==> src/hw/dma_chan_pkg.sv <==
// constants, types and register layout of the dma channel flow and arbiter block
package dma_chan_pkg;
  localparam int CHANNELS = 2;                  // channel_count
  localparam int CH_W = 1;                      // channel index width
  localparam int FIFO_DEPTH = 16;               // channel_fifo_depth in bytes, must stay even
  localparam int HALF_DEPTH = FIFO_DEPTH / 2;   // half-level threshold
  localparam int LVL_W = 5;                     // fifo level counter width
  localparam int LEFT_W = 15;                   // bytes left in a block
  localparam int SIZE_W = 12;                   // block size field in source items
  localparam int PERIPH_COUNT = 13;             // handshake request lines
  localparam int EV_COUNT = 5;                  // interrupt event kinds
  // event index inside raw, mask, status and clear words
  localparam int EV_BLOCK = 0;
  localparam int EV_DST = 1;
  localparam int EV_ERR = 2;
  localparam int EV_SRC = 3;
  localparam int EV_WHOLE = 4;
  // register offsets (byte addresses)
  localparam logic [9:0] CH_BASE_LIMIT = 10'h100; // channel windows sit below this
  localparam logic [5:0] OFF_CFG = 6'h00;
  localparam logic [5:0] OFF_SIZE = 6'h04;
  localparam logic [5:0] OFF_STAT = 6'h08;
  localparam logic [9:0] OFF_RAW = 10'h100;
  localparam logic [9:0] OFF_MASK = 10'h120;
  localparam logic [9:0] OFF_STATUS = 10'h140;
  localparam logic [9:0] OFF_CLEAR = 10'h160;
  localparam logic [31:0] CFG_RESET = 32'h0000_0000;
  // fixed handshake numbering of the peripheral requests
  typedef enum logic [3:0] {
    periph_i2c_tx = 4'h0, periph_i2c_rx = 4'h1, periph_spi0_tx = 4'h2, periph_spi0_rx = 4'h3,
    periph_uart0_tx = 4'h4, periph_uart0_rx = 4'h5, periph_audio_tx = 4'h6, periph_audio_rx = 4'h7,
    periph_spi1_tx = 4'h8, periph_spi1_rx = 4'h9, periph_uart1_tx = 4'ha, periph_uart1_rx = 4'hb,
    periph_adc = 4'hc
  } periph_t;
  // channel_configuration word, bit 0 is enable
  typedef struct packed {
    logic [7:0] unused;
    logic [3:0] burst_length_cap;        // 0 reads as 1 beat
    logic [3:0] dst_if;                  // destination handshake number
    logic [3:0] src_if;                  // source handshake number
    logic [1:0] destination_item_width;  // 0:1 byte 1:2 bytes 2:4 bytes
    logic [1:0] source_item_width;
    logic [2:0] priority_level;          // higher value wins
    logic dst_periph;                    // destination is a handshaking peripheral
    logic src_periph;                    // source is a handshaking peripheral
    logic suspend;
    logic fifo_readiness_mode;
    logic enable;
  } cfg_t;
  // per-side state machine
  typedef enum logic [2:0] {
    st_idle = 3'b000, st_wait = 3'b001, st_ask = 3'b010, st_xfer = 3'b011, st_done = 3'b100
  } side_state_t;
  // master bus interface command
  typedef struct packed {
    logic active;          // a granted transfer is running
    logic to_dst;          // 1: write to destination, 0: read from source
    logic [CH_W-1:0] chan; // owning channel
    logic [1:0] width;     // item width code
    logic last;            // current beat ends the single or burst
  } mst_t;
endpackage

==> src/hw/dma_channel_flow_and_arbiter.sv <==
// channel state machines, fifo readiness, arbiter, error and interrupt logic of the dma
//
// The register addresses and the Wishbone interface to the registers were decided locally.
`timescale 1ns/100ps
`default_nettype none
module dma_channel_flow_and_arbiter
  import dma_chan_pkg::*;
(
  input wire logic clk,
  input wire logic rst_b,
  input wire logic wb_cyc_i,
  input wire logic wb_stb_i,
  input wire logic wb_we_i,
  input wire logic [9:0] wb_adr_i,
  input wire logic [3:0] wb_sel_i,
  input wire logic [31:0] wb_dat_i,
  output logic [31:0] wb_dat_o,
  output logic wb_ack_o,
  input wire logic [PERIPH_COUNT-1:0] periph_req,
  input wire logic [PERIPH_COUNT-1:0] periph_single,
  output logic [PERIPH_COUNT-1:0] periph_ack,
  output logic [PERIPH_COUNT-1:0] periph_last,
  output mst_t mst,
  input wire logic mst_beat,
  input wire logic mst_err,
  output logic [EV_COUNT-1:0] int_out
);

  // byte-lane merge of a bus write
  function automatic logic [31:0] apply_sel(input logic [31:0] old, input logic [31:0] din,
                                            input logic [3:0] sel);
    logic [31:0] r;
    r = old;
    for (int b = 0; b < 4; b++) begin
      if (sel[b]) begin
        r[b*8 +: 8] = din[b*8 +: 8];
      end
    end
    return r;
  endfunction

  // beats in one transaction: cap, items left and fifo items available
  function automatic logic [3:0] beats_for(input logic [3:0] cap, input logic [LEFT_W-1:0] left,
                                           input logic [LVL_W-1:0] avail);
    logic [3:0] n;
    n = (cap == 4'h0) ? 4'h1 : cap;
    if (left < LEFT_W'(n)) begin
      n = left[3:0];
    end
    if (avail < LVL_W'(n)) begin
      n = avail[3:0];
    end
    return n;
  endfunction

  // item width code to bytes
  function automatic logic [LVL_W-1:0] wbytes(input logic [1:0] w);
    return LVL_W'(1) << w;
  endfunction

  // bus side
  logic wr; // write taken at this edge
  logic [CH_W-1:0] bus_ch; // addressed channel
  logic bus_in_ch; // address falls in a channel window
  logic [31:0] rd_val; // read mux result
  // channel state
  cfg_t cfg [CHANNELS]; // channel_configuration
  logic [SIZE_W-1:0] size [CHANNELS]; // block size in source items
  side_state_t src_st [CHANNELS];
  side_state_t dst_st [CHANNELS];
  logic [LVL_W-1:0] level [CHANNELS]; // fifo bytes held
  logic [LEFT_W-1:0] src_left [CHANNELS]; // source bytes still to fetch
  logic [LEFT_W-1:0] dst_left [CHANNELS]; // destination bytes still to deliver
  logic [3:0] src_beats [CHANNELS]; // beats left in source transaction
  logic [3:0] dst_beats [CHANNELS];
  logic [EV_COUNT-1:0] raw [CHANNELS];
  logic [EV_COUNT-1:0] mask [CHANNELS];
  // per-channel combinational terms
  logic [CHANNELS-1:0] start; // enable rising by software
  logic [CHANNELS-1:0] err_hit; // error on this channel's transfer
  logic [CHANNELS-1:0] src_ready, dst_ready;
  logic [CHANNELS-1:0] src_txn_req, dst_txn_req; // a transaction is asked for
  logic [CHANNELS-1:0] src_is_single, dst_is_single;
  logic [CHANNELS-1:0] src_beat, dst_beat; // a beat of this side completed
  logic [3:0] src_n [CHANNELS];
  logic [3:0] dst_n [CHANNELS];
  logic [EV_COUNT-1:0] ev [CHANNELS]; // event pulses
  // arbiter
  logic owner_valid, owner_dst;
  logic [CH_W-1:0] owner_ch;
  logic grant_valid, grant_dst;
  logic [CH_W-1:0] grant_ch;
  logic owner_last; // running beat closes the transaction
  // synchronisers
  logic [PERIPH_COUNT-1:0] req_m, req_s, sgl_m, sgl_s;

  // two-stage capture of peripheral requests
  always_ff @(posedge clk or negedge rst_b) begin
    if (!rst_b) begin
      req_m <= '0;
      req_s <= '0;
      sgl_m <= '0;
      sgl_s <= '0;
    end else begin
      req_m <= periph_req;
      req_s <= req_m;
      sgl_m <= periph_single;
      sgl_s <= sgl_m;
    end
  end

  // bus decode
  assign bus_ch = wb_adr_i[6 +: CH_W];
  assign bus_in_ch = (wb_adr_i < CH_BASE_LIMIT) && (int'(wb_adr_i[7:6]) < CHANNELS);
  assign wr = wb_cyc_i && wb_stb_i && wb_ack_o && wb_we_i;

  // ack one cycle after the request, dropped the cycle after
  always_ff @(posedge clk or negedge rst_b) begin
    if (!rst_b) begin
      wb_ack_o <= 1'b0;
    end else begin
      wb_ack_o <= wb_cyc_i && wb_stb_i && !wb_ack_o;
    end
  end

  // read mux, unmapped reads return zero
  always_comb begin
    rd_val = 32'h0;
    if (bus_in_ch) begin
      unique case (wb_adr_i[5:0])
        OFF_CFG: rd_val = cfg[bus_ch];
        OFF_SIZE: rd_val = 32'(size[bus_ch]);
        OFF_STAT: rd_val = {16'h0, 3'(src_st[bus_ch]), 3'(dst_st[bus_ch]), 5'h0, level[bus_ch]};
        default: rd_val = 32'h0;
      endcase
    end else begin
      for (int c = 0; c < CHANNELS; c++) begin
        for (int e = 0; e < EV_COUNT; e++) begin
          if (wb_adr_i == OFF_RAW + 10'(e * 4)) rd_val[c] = raw[c][e];
          if (wb_adr_i == OFF_MASK + 10'(e * 4)) rd_val[c] = mask[c][e];
          if (wb_adr_i == OFF_STATUS + 10'(e * 4)) rd_val[c] = raw[c][e] & mask[c][e];
        end
      end
    end
  end

  // read data registered with the ack
  always_ff @(posedge clk or negedge rst_b) begin
    if (!rst_b) begin
      wb_dat_o <= 32'h0;
    end else if (wb_cyc_i && wb_stb_i && !wb_ack_o) begin
      wb_dat_o <= wb_we_i ? 32'h0 : rd_val;
    end
  end

  // per-channel readiness, requests and events
  always_comb begin
    for (int c = 0; c < CHANNELS; c++) begin
      logic [LVL_W-1:0] sw, dw, room;
      logic s_half, d_half;
      sw = wbytes(cfg[c].source_item_width);
      dw = wbytes(cfg[c].destination_item_width);
      room = LVL_W'(FIFO_DEPTH) - level[c];
      start[c] = wr && bus_in_ch && int'(bus_ch) == c && wb_adr_i[5:0] == OFF_CFG && wb_sel_i[0]
                 && wb_dat_i[0] && !cfg[c].enable;
      err_hit[c] = owner_valid && int'(owner_ch) == c && mst_err;
      // memory sides always ask and count as burst
      src_txn_req[c] = !cfg[c].src_periph || req_s[cfg[c].src_if] || sgl_s[cfg[c].src_if];
      dst_txn_req[c] = !cfg[c].dst_periph || req_s[cfg[c].dst_if] || sgl_s[cfg[c].dst_if];
      src_is_single[c] = cfg[c].src_periph && !req_s[cfg[c].src_if];
      dst_is_single[c] = cfg[c].dst_periph && !req_s[cfg[c].dst_if];
      // half thresholds only for bursts in mode one, not near the end
      s_half = cfg[c].fifo_readiness_mode && !src_is_single[c]
               && (src_left[c] >> cfg[c].source_item_width) >= LEFT_W'(HALF_DEPTH);
      d_half = cfg[c].fifo_readiness_mode && !dst_is_single[c] && !cfg[c].suspend
               && (dst_left[c] >> cfg[c].destination_item_width) >= LEFT_W'(HALF_DEPTH);
      src_ready[c] = (room >= sw) && (!s_half || level[c] < LVL_W'(HALF_DEPTH));
      dst_ready[c] = (level[c] >= dw) && (!d_half || level[c] >= LVL_W'(HALF_DEPTH));
      src_n[c] = src_is_single[c] ? 4'h1 :
                 beats_for(cfg[c].burst_length_cap, src_left[c] >> cfg[c].source_item_width,
                           room >> cfg[c].source_item_width);
      dst_n[c] = dst_is_single[c] ? 4'h1 :
                 beats_for(cfg[c].burst_length_cap, dst_left[c] >> cfg[c].destination_item_width,
                           level[c] >> cfg[c].destination_item_width);
      src_beat[c] = mst_beat && !mst_err && src_st[c] == st_xfer && owner_valid && !owner_dst
                    && int'(owner_ch) == c;
      dst_beat[c] = mst_beat && !mst_err && dst_st[c] == st_xfer && owner_valid && owner_dst
                    && int'(owner_ch) == c;
      ev[c] = '0;
      ev[c][EV_SRC] = src_beat[c] && src_beats[c] == 4'h1;
      ev[c][EV_DST] = dst_beat[c] && dst_beats[c] == 4'h1;
      ev[c][EV_BLOCK] = dst_beat[c] && dst_left[c] == LEFT_W'(dw);
      ev[c][EV_WHOLE] = ev[c][EV_BLOCK];
      ev[c][EV_ERR] = err_hit[c];
    end
  end

  // configuration and size registers; hardware ends the channel on completion or error
  always_ff @(posedge clk or negedge rst_b) begin
    if (!rst_b) begin
      for (int c = 0; c < CHANNELS; c++) begin
        cfg[c] <= cfg_t'(CFG_RESET);
        size[c] <= '0;
      end
    end else begin
      for (int c = 0; c < CHANNELS; c++) begin
        if (wr && bus_in_ch && int'(bus_ch) == c && wb_adr_i[5:0] == OFF_CFG) begin
          cfg[c] <= cfg_t'(apply_sel(cfg[c], wb_dat_i, wb_sel_i));
        end else if (err_hit[c] || ev[c][EV_WHOLE]) begin
          cfg[c].enable <= 1'b0;
        end
        if (wr && bus_in_ch && int'(bus_ch) == c && wb_adr_i[5:0] == OFF_SIZE) begin
          size[c] <= SIZE_W'(apply_sel(32'(size[c]), wb_dat_i, wb_sel_i));
        end
      end
    end
  end

  // fifo level and block counters; a start overwrites old contents
  always_ff @(posedge clk or negedge rst_b) begin
    if (!rst_b) begin
      for (int c = 0; c < CHANNELS; c++) begin
        level[c] <= '0;
        src_left[c] <= '0;
        dst_left[c] <= '0;
      end
    end else begin
      for (int c = 0; c < CHANNELS; c++) begin
        if (start[c]) begin
          level[c] <= '0;
          src_left[c] <= LEFT_W'(size[c]) << wb_dat_i[9:8];
          dst_left[c] <= LEFT_W'(size[c]) << wb_dat_i[9:8];
        end else if (src_beat[c]) begin
          level[c] <= level[c] + wbytes(cfg[c].source_item_width);
          src_left[c] <= src_left[c] - LEFT_W'(wbytes(cfg[c].source_item_width));
        end else if (dst_beat[c]) begin
          level[c] <= level[c] - wbytes(cfg[c].destination_item_width);
          dst_left[c] <= dst_left[c] - LEFT_W'(wbytes(cfg[c].destination_item_width));
        end
      end
    end
  end

  // source state machines, one per channel, running beside the destination ones
  always_ff @(posedge clk or negedge rst_b) begin
    if (!rst_b) begin
      for (int c = 0; c < CHANNELS; c++) begin
        src_st[c] <= st_idle;
        src_beats[c] <= '0;
      end
    end else begin
      for (int c = 0; c < CHANNELS; c++) begin
        if (err_hit[c] || !cfg[c].enable) begin
          src_st[c] <= st_idle;
        end else begin
          unique case (src_st[c])
            st_idle: src_st[c] <= st_wait;
            st_wait: begin
              // ask the arbiter only with a request and a ready fifo
              if (src_txn_req[c] && src_ready[c] && src_left[c] != '0 && src_n[c] != 4'h0) begin
                src_st[c] <= st_ask;
                src_beats[c] <= src_n[c];
              end
            end
            st_ask: begin
              if (grant_valid && !grant_dst && int'(grant_ch) == c) begin
                src_st[c] <= st_xfer;
              end
            end
            st_xfer: begin
              if (src_beat[c]) begin
                src_beats[c] <= src_beats[c] - 4'h1;
                if (src_beats[c] == 4'h1) begin
                  src_st[c] <= st_done;
                end
              end
            end
            st_done: begin
              // hold the acknowledge until the peripheral drops its request, the channel is disabled or an error hits
              if (!cfg[c].src_periph || !(req_s[cfg[c].src_if] || sgl_s[cfg[c].src_if])) begin
                src_st[c] <= st_wait;
              end
            end
            default: src_st[c] <= st_idle;
          endcase
        end
      end
    end
  end

  // destination state machines
  always_ff @(posedge clk or negedge rst_b) begin
    if (!rst_b) begin
      for (int c = 0; c < CHANNELS; c++) begin
        dst_st[c] <= st_idle;
        dst_beats[c] <= '0;
      end
    end else begin
      for (int c = 0; c < CHANNELS; c++) begin
        if (err_hit[c] || (!cfg[c].enable && dst_st[c] != st_done)) begin
          dst_st[c] <= st_idle;
        end else begin
          unique case (dst_st[c])
            st_idle: dst_st[c] <= st_wait;
            st_wait: begin
              if (dst_txn_req[c] && dst_ready[c] && dst_left[c] != '0 && dst_n[c] != 4'h0) begin
                dst_st[c] <= st_ask;
                dst_beats[c] <= dst_n[c];
              end
            end
            st_ask: begin
              if (grant_valid && grant_dst && int'(grant_ch) == c) begin
                dst_st[c] <= st_xfer;
              end
            end
            st_xfer: begin
              if (dst_beat[c]) begin
                dst_beats[c] <= dst_beats[c] - 4'h1;
                if (dst_beats[c] == 4'h1) begin
                  dst_st[c] <= st_done;
                end
              end
            end
            st_done: begin
              if (!cfg[c].dst_periph || !(req_s[cfg[c].dst_if] || sgl_s[cfg[c].dst_if])) begin
                dst_st[c] <= cfg[c].enable ? st_wait : st_idle;
              end
            end
            default: dst_st[c] <= st_idle;
          endcase
        end
      end
    end
  end

  // priority pick over both request lines of every channel, only while the bus is free
  always_comb begin
    logic [2:0] best;
    grant_valid = 1'b0;
    grant_dst = 1'b0;
    grant_ch = '0;
    best = 3'h0;
    if (!owner_valid) begin
      for (int c = 0; c < CHANNELS; c++) begin
        if (src_st[c] == st_ask && (!grant_valid || cfg[c].priority_level > best)) begin
          grant_valid = 1'b1;
          grant_dst = 1'b0;
          grant_ch = CH_W'(c);
          best = cfg[c].priority_level;
        end
        if (dst_st[c] == st_ask && (!grant_valid || cfg[c].priority_level > best)) begin
          grant_valid = 1'b1;
          grant_dst = 1'b1;
          grant_ch = CH_W'(c);
          best = cfg[c].priority_level;
        end
      end
    end
  end

  assign owner_last = owner_dst ? dst_beats[owner_ch] == 4'h1 : src_beats[owner_ch] == 4'h1;

  // bus ownership held until the running single or burst ends or errors
  always_ff @(posedge clk or negedge rst_b) begin
    if (!rst_b) begin
      owner_valid <= 1'b0;
      owner_dst <= 1'b0;
      owner_ch <= '0;
    end else if (owner_valid) begin
      if (mst_err || (mst_beat && owner_last)) begin
        owner_valid <= 1'b0;
      end
    end else if (grant_valid) begin
      owner_valid <= 1'b1;
      owner_dst <= grant_dst;
      owner_ch <= grant_ch;
    end
  end

  // master command from the owner registers
  always_comb begin
    mst.active = owner_valid;
    mst.to_dst = owner_dst;
    mst.chan = owner_ch;
    mst.width = owner_dst ? cfg[owner_ch].destination_item_width : cfg[owner_ch].source_item_width;
    mst.last = owner_valid && owner_last;
  end

  // raw bits: set wins over clear, clear acts on raw and status together
  always_ff @(posedge clk or negedge rst_b) begin
    if (!rst_b) begin
      for (int c = 0; c < CHANNELS; c++) begin
        raw[c] <= '0;
      end
    end else begin
      for (int c = 0; c < CHANNELS; c++) begin
        for (int e = 0; e < EV_COUNT; e++) begin
          if (ev[c][e]) begin
            raw[c][e] <= 1'b1;
          end else if (wr && wb_adr_i == OFF_CLEAR + 10'(e * 4) && wb_dat_i[c]) begin
            raw[c][e] <= 1'b0;
          end
        end
      end
    end
  end

  // mask registers
  always_ff @(posedge clk or negedge rst_b) begin
    if (!rst_b) begin
      for (int c = 0; c < CHANNELS; c++) begin
        mask[c] <= '0;
      end
    end else begin
      for (int c = 0; c < CHANNELS; c++) begin
        for (int e = 0; e < EV_COUNT; e++) begin
          if (wr && wb_adr_i == OFF_MASK + 10'(e * 4)) begin
            mask[c][e] <= wb_dat_i[c];
          end
        end
      end
    end
  end

  // status is raw gated by mask, so a clear drops both in one cycle
  always_comb begin
    int_out = '0;
    for (int c = 0; c < CHANNELS; c++) begin
      int_out = int_out | (raw[c] & mask[c]);
    end
  end

  // handshake outputs only from the done state, never after an error
  always_comb begin
    periph_ack = '0;
    periph_last = '0;
    for (int c = 0; c < CHANNELS; c++) begin
      if (src_st[c] == st_done && cfg[c].src_periph) begin
        periph_ack[cfg[c].src_if] = 1'b1;
        periph_last[cfg[c].src_if] = src_left[c] == '0;
      end
      if (dst_st[c] == st_done && cfg[c].dst_periph) begin
        periph_ack[cfg[c].dst_if] = 1'b1;
        periph_last[cfg[c].dst_if] = dst_left[c] == '0;
      end
    end
  end

endmodule
`default_nettype wire

==> config.mk <==
export PLATFORM = sky130hd
export DESIGN_NAME = dma_channel_flow_and_arbiter
export DESIGN_NICKNAME = d
export VERILOG_FILES = /design/src/hw/dma_chan_pkg.sv /design/src/hw/dma_channel_flow_and_arbiter.sv
export SDC_FILE = /design/constraint.sdc
export NUM_CORES = 1
export LEC_CHECK = 0
export BUFFER_PORTS_ARGS = -buffer_cell sky130_fd_sc_hd__buf_4
export CAP_MARGIN = 20
export CORE_ASPECT_RATIO = 0.7
export CORE_MARGIN = 4
export CORE_UTILIZATION = 30
export CTS_BUF_LIST = sky130_fd_sc_hd__clkbuf_4 sky130_fd_sc_hd__clkbuf_8
export DETAILED_ROUTE_END_ITERATION = 6
export PLACE_DENSITY = 0.52
export SLEW_MARGIN = 10
export SYNTH_ARGS = -nofsm -noshare
export SYNTH_HDL_FRONTEND = slang
export SYNTH_SLANG_ARGS = --single-unit
export TNS_END_PERCENT = 20
==> constraint.sdc <==
create_clock -name clk -period 7.9 [get_ports clk]
set_clock_uncertainty 0.15 [all_clocks]
set_input_delay 0.79 -clock clk [delete_from_list [all_inputs] [get_ports clk]]
set_output_delay 0.79 -clock clk [all_outputs]
set_load 0.005 [all_outputs]
==> out/metrics.yaml <==
timing.max_slew.rel_slack: 0.301
h_tree_depth: 2
routed-via-count: 17712
timing.final.crit_share: 0.735
area.growth.synth_to_final_pct: 15.2
max_rail_drop_vdd_mv: 0.116
timing.rr.end: "dst_beats[5]"
yosys.cell_count.top_type: "sky130_fd_sc_hd__dfrtp_1"
drt-initial-drc-count: 1897
worst-endpoint-required_ns: 8.32
yosysSeqAreaShare: 0.366
p_switching_w: 0.000794
post_drt_via_cell_ratio: 5.55
fp.dieH_um: 225
floorplan.initialDensity: 0.303
synth_async_sr_flop_share: 1.00
synth_area_leader_cell: "sky130_fd_sc_hd__dfrtp_1"
cts_root_buf: "sky130_fd_sc_hd__clkbuf_8"
post_route_minimum_period_ns: 5.81
gp_congestion: 0.905
final_cells: 3193
rr_worst_depth: 16
drtPass1Iterations: 5
post_synth_instance_area_um2: 20100
setup_viol: 0
multi_input_area_um2: 12000
final_nets: 2429
synth.top_cells.by_area: "sky130_fd_sc_hd__dfrtp_1, sky130_fd_sc_hd__mux2i_1, sky130_fd_sc_hd__mux2_2"
power_density_of_the_placed_cells_nw_per_um2: 142
timing.setup.critical_path_class: "register to register"
postCtsSetupRepairBufs: 0
report.final.slew_viol_count: 0
floorplan.die_area_um2: 71300
timing_worst_slew_pin_value_ns: 1.04
cts_hold_buffers: 0
post_route_drc_violation_count: 0
p_int_w: 0.00248
hold_path_class: "primary input to asynchronous set/reset pin"
worstPathArrival_ns: 6.23
synth_enable_flop_cells: 0
grt_max_degree: 116
maxClockFrequency_mhz: 172
clk_pin_slew_worst_paths_ns: 0.07
post_cts.resized_instances: 0
yosysWarnings: 0
first_pass_grt_wire_length_um: 110000
swShare: 0.242
synth_top_area_share: 0.366
ctsLongestPathBuffers: 3
routedWlPerCell_um: 22.8
path_delay_family: "compound AO/OA/AOI/OAI gates"
outcome: "complete, no violations"
mapped_nets: 2333
post_route_cells_drive_above_1_share: 0.188
cap_violations: 0
grt_remaining_overflow: 0
slowest_delay_ns: 0.80
post_synth_num_cell_types: 83
comb_power_share: 0.050
first_global_vias: 17334
postSynthCellCount: 2166
worstReg2RegStart: "cfg[42]"
place_ws_ns: 2.14
crit_slowest_cell: "sky130_fd_sc_hd__dfrtp_1"
average_size_of_a_mapped_cell_um2: 9.29
critPathBufInv: 0
dp_cells: 3100
path_cells: "mux4_2, ha_1, a2111oi_0, o2111a_1, nor2_1, a21oi_1, ha_1, a21o_1, a211oi_1, nand3_1, mux2_2, a21oi_1, a311oi_1, o31ai_1, a211o_1, mux2i_1"
share_seq_of_total_power: 0.468
filler_cell_count: 6793
fp.coreArea_um2: 66400
synthFlopType: "sky130_fd_sc_hd__dfrtp_1"
numCtsBuffers: 50
io_buffer_count: 148
track_usage: 0.199
post_synth_most_frequent_cells: "sky130_fd_sc_hd__dfrtp_1, sky130_fd_sc_hd__nand2_1, sky130_fd_sc_hd__nor2_1, sky130_fd_sc_hd__a21oi_1, sky130_fd_sc_hd__o21ai_0"
setup_repair_after_global_routing_missed_its_margin: "no"
tritoncts: "yes"
setup-tns-final_ns: 0
antenna_found_initial: 2
power.static_leakage_nw: 10.6
setup_slack_ns: 2.09
final_antenna_net_count: 0
postRouteWirelength_um: 72700
number_of_primary_i_o_pins: 149
rows: 79
die-width_um: 317
worstPathMaxFanout: 20
regToRegSetupSlack_ns: 2.09
seqCellArea_um2: 7360
setup.worst_path.start_class: "register"
clock_insertion_delay_worst_skew_ns: 0.65
hold_viol: 0
endpoint_kind: "register"
clock_power_share: 0.482
postSynthRegisterBits: 294
tritoncts_num_sinks: 294
final_core_util: 0.349
hpwl_um: 55700
[worst max-delay path by stage]
stage / from / slack, ns / to / cells after the start
after floorplan: cfg[10] / 2.89 / dst_beats[2] / 19
after global placement: cfg[42] / 2.29 / dst_beats[5] / 15
after detailed placement: cfg[42] / 2.14 / dst_beats[5] / 15
after CTS: cfg[42] / 2.12 / dst_beats[4] / 15
after global routing: cfg[42] / 1.57 / dst_beats[4] / 15
final: cfg[42] / 2.09 / dst_beats[5] / 16
[flip-flops by register name, indices dropped and copies added (netlist names), 6 cells and up]
name / flops
cfg: 64
sgl_s: 13
level: 10
src_st: 6
dst_beats: 8
req_m: 13
req_s: 13
raw: 10
src_left: 30
mask: 10
dst_st: 6
size: 24
wb_dat_o: 32
dst_left: 30
sgl_m: 13
src_beats: 8
[metrics by stage]
step	instance area, um^2	total power [W]	hold WS (ns)
after floorplan	20100	0.00162	0.181
after global placement	22000	0.00173	0.188
after detailed placement	22000	0.00173	0.185
after CTS	23200	0.00333	0.0469
after global routing	23200	0.00341	0.0594
final	23200	0.00328	0.0956
[kinds of logic after synthesis]
group	Yosys count	share of synthesized area
simple gates	732	0.180
buf+inv	206	0.0391
fa+ha+maj	88	0.0577
compound gates	515	0.163
flops	294	0.366
mux	271	0.168
xor+xnor	60	0.0261
[cells in the final DEF (no fill, tap or decap), types with 10 or more instances in the layout]
master / n
sky130_fd_sc_hd__nor2_1: 180
sky130_fd_sc_hd__a21o_1: 21
sky130_fd_sc_hd__and3_1: 13
sky130_fd_sc_hd__nor2b_1: 40
sky130_fd_sc_hd__mux4_2: 43
sky130_fd_sc_hd__nor3_1: 64
sky130_fd_sc_hd__a22o_1: 19
sky130_fd_sc_hd__buf_4: 162
sky130_fd_sc_hd__o22ai_1: 18
sky130_fd_sc_hd__nand2b_1: 35
sky130_fd_sc_hd__clkbuf_8: 62
sky130_fd_sc_hd__o211ai_1: 13
sky130_fd_sc_hd__nor3b_1: 21
sky130_fd_sc_hd__clkbuf_4: 13
sky130_fd_sc_hd__inv_1: 85
sky130_fd_sc_hd__nor4_1: 21
sky130_fd_sc_hd__o21a_1: 16
sky130_fd_sc_hd__or2_2: 11
sky130_fd_sc_hd__a2111oi_0: 10
sky130_fd_sc_hd__xnor2_1: 42
sky130_fd_sc_hd__o21ai_0: 132
sky130_fd_sc_hd__mux2_2: 101
sky130_fd_sc_hd__a31oi_1: 28
sky130_fd_sc_hd__and2_1: 22
sky130_fd_sc_hd__ha_1: 80
sky130_fd_sc_hd__nand2_1: 205
sky130_fd_sc_hd__nand3_1: 41
sky130_fd_sc_hd__nand3b_1: 11
sky130_fd_sc_hd__xor2_1: 18
sky130_fd_sc_hd__mux2i_1: 126
sky130_fd_sc_hd__nand4_1: 15
sky130_fd_sc_hd__a21oi_1: 149
sky130_fd_sc_hd__a211oi_1: 21
sky130_fd_sc_hd__dfrtp_1: 294
sky130_fd_sc_hd__or3_1: 16
[layer usage]
layer	vias up	track usage	routed length, um
li1	8126	-	-
met3	98	0.0682	7790
met2	743	0.272	28600
met4	4	0.0493	1580
met5	-	0	27
met1	8741	0.299	34700
[power groups by stage]
stage / sequential, W / clock [W] / combinational, W
2_1_floorplan: 0.00156 / 0 / 0.0000656
3_3_place_gp: 0.00156 / 0 / 0.000163
3_5_place_dp: 0.00156 / 0 / 0.000164
6_report: 0.00154 / 0.00158 / 0.000164
4_1_cts: 0.00153 / 0.00163 / 0.000165
5_1_grt: 0.00154 / 0.00170 / 0.000178
[layout make-up]
type,instances,share of cell area
Antenna cell,1,0.000108
Clock buffer,75,0.0411
Clock inverter,16,0.00810
Inverter,85,0.0138
Multi-Input combinational cell,1666,0.517
Sequential cell,294,0.318
Tap cell,891,0.0481
Timing Repair Buffer,165,0.0542
Note: power is estimated with default switching activity, not from simulation.
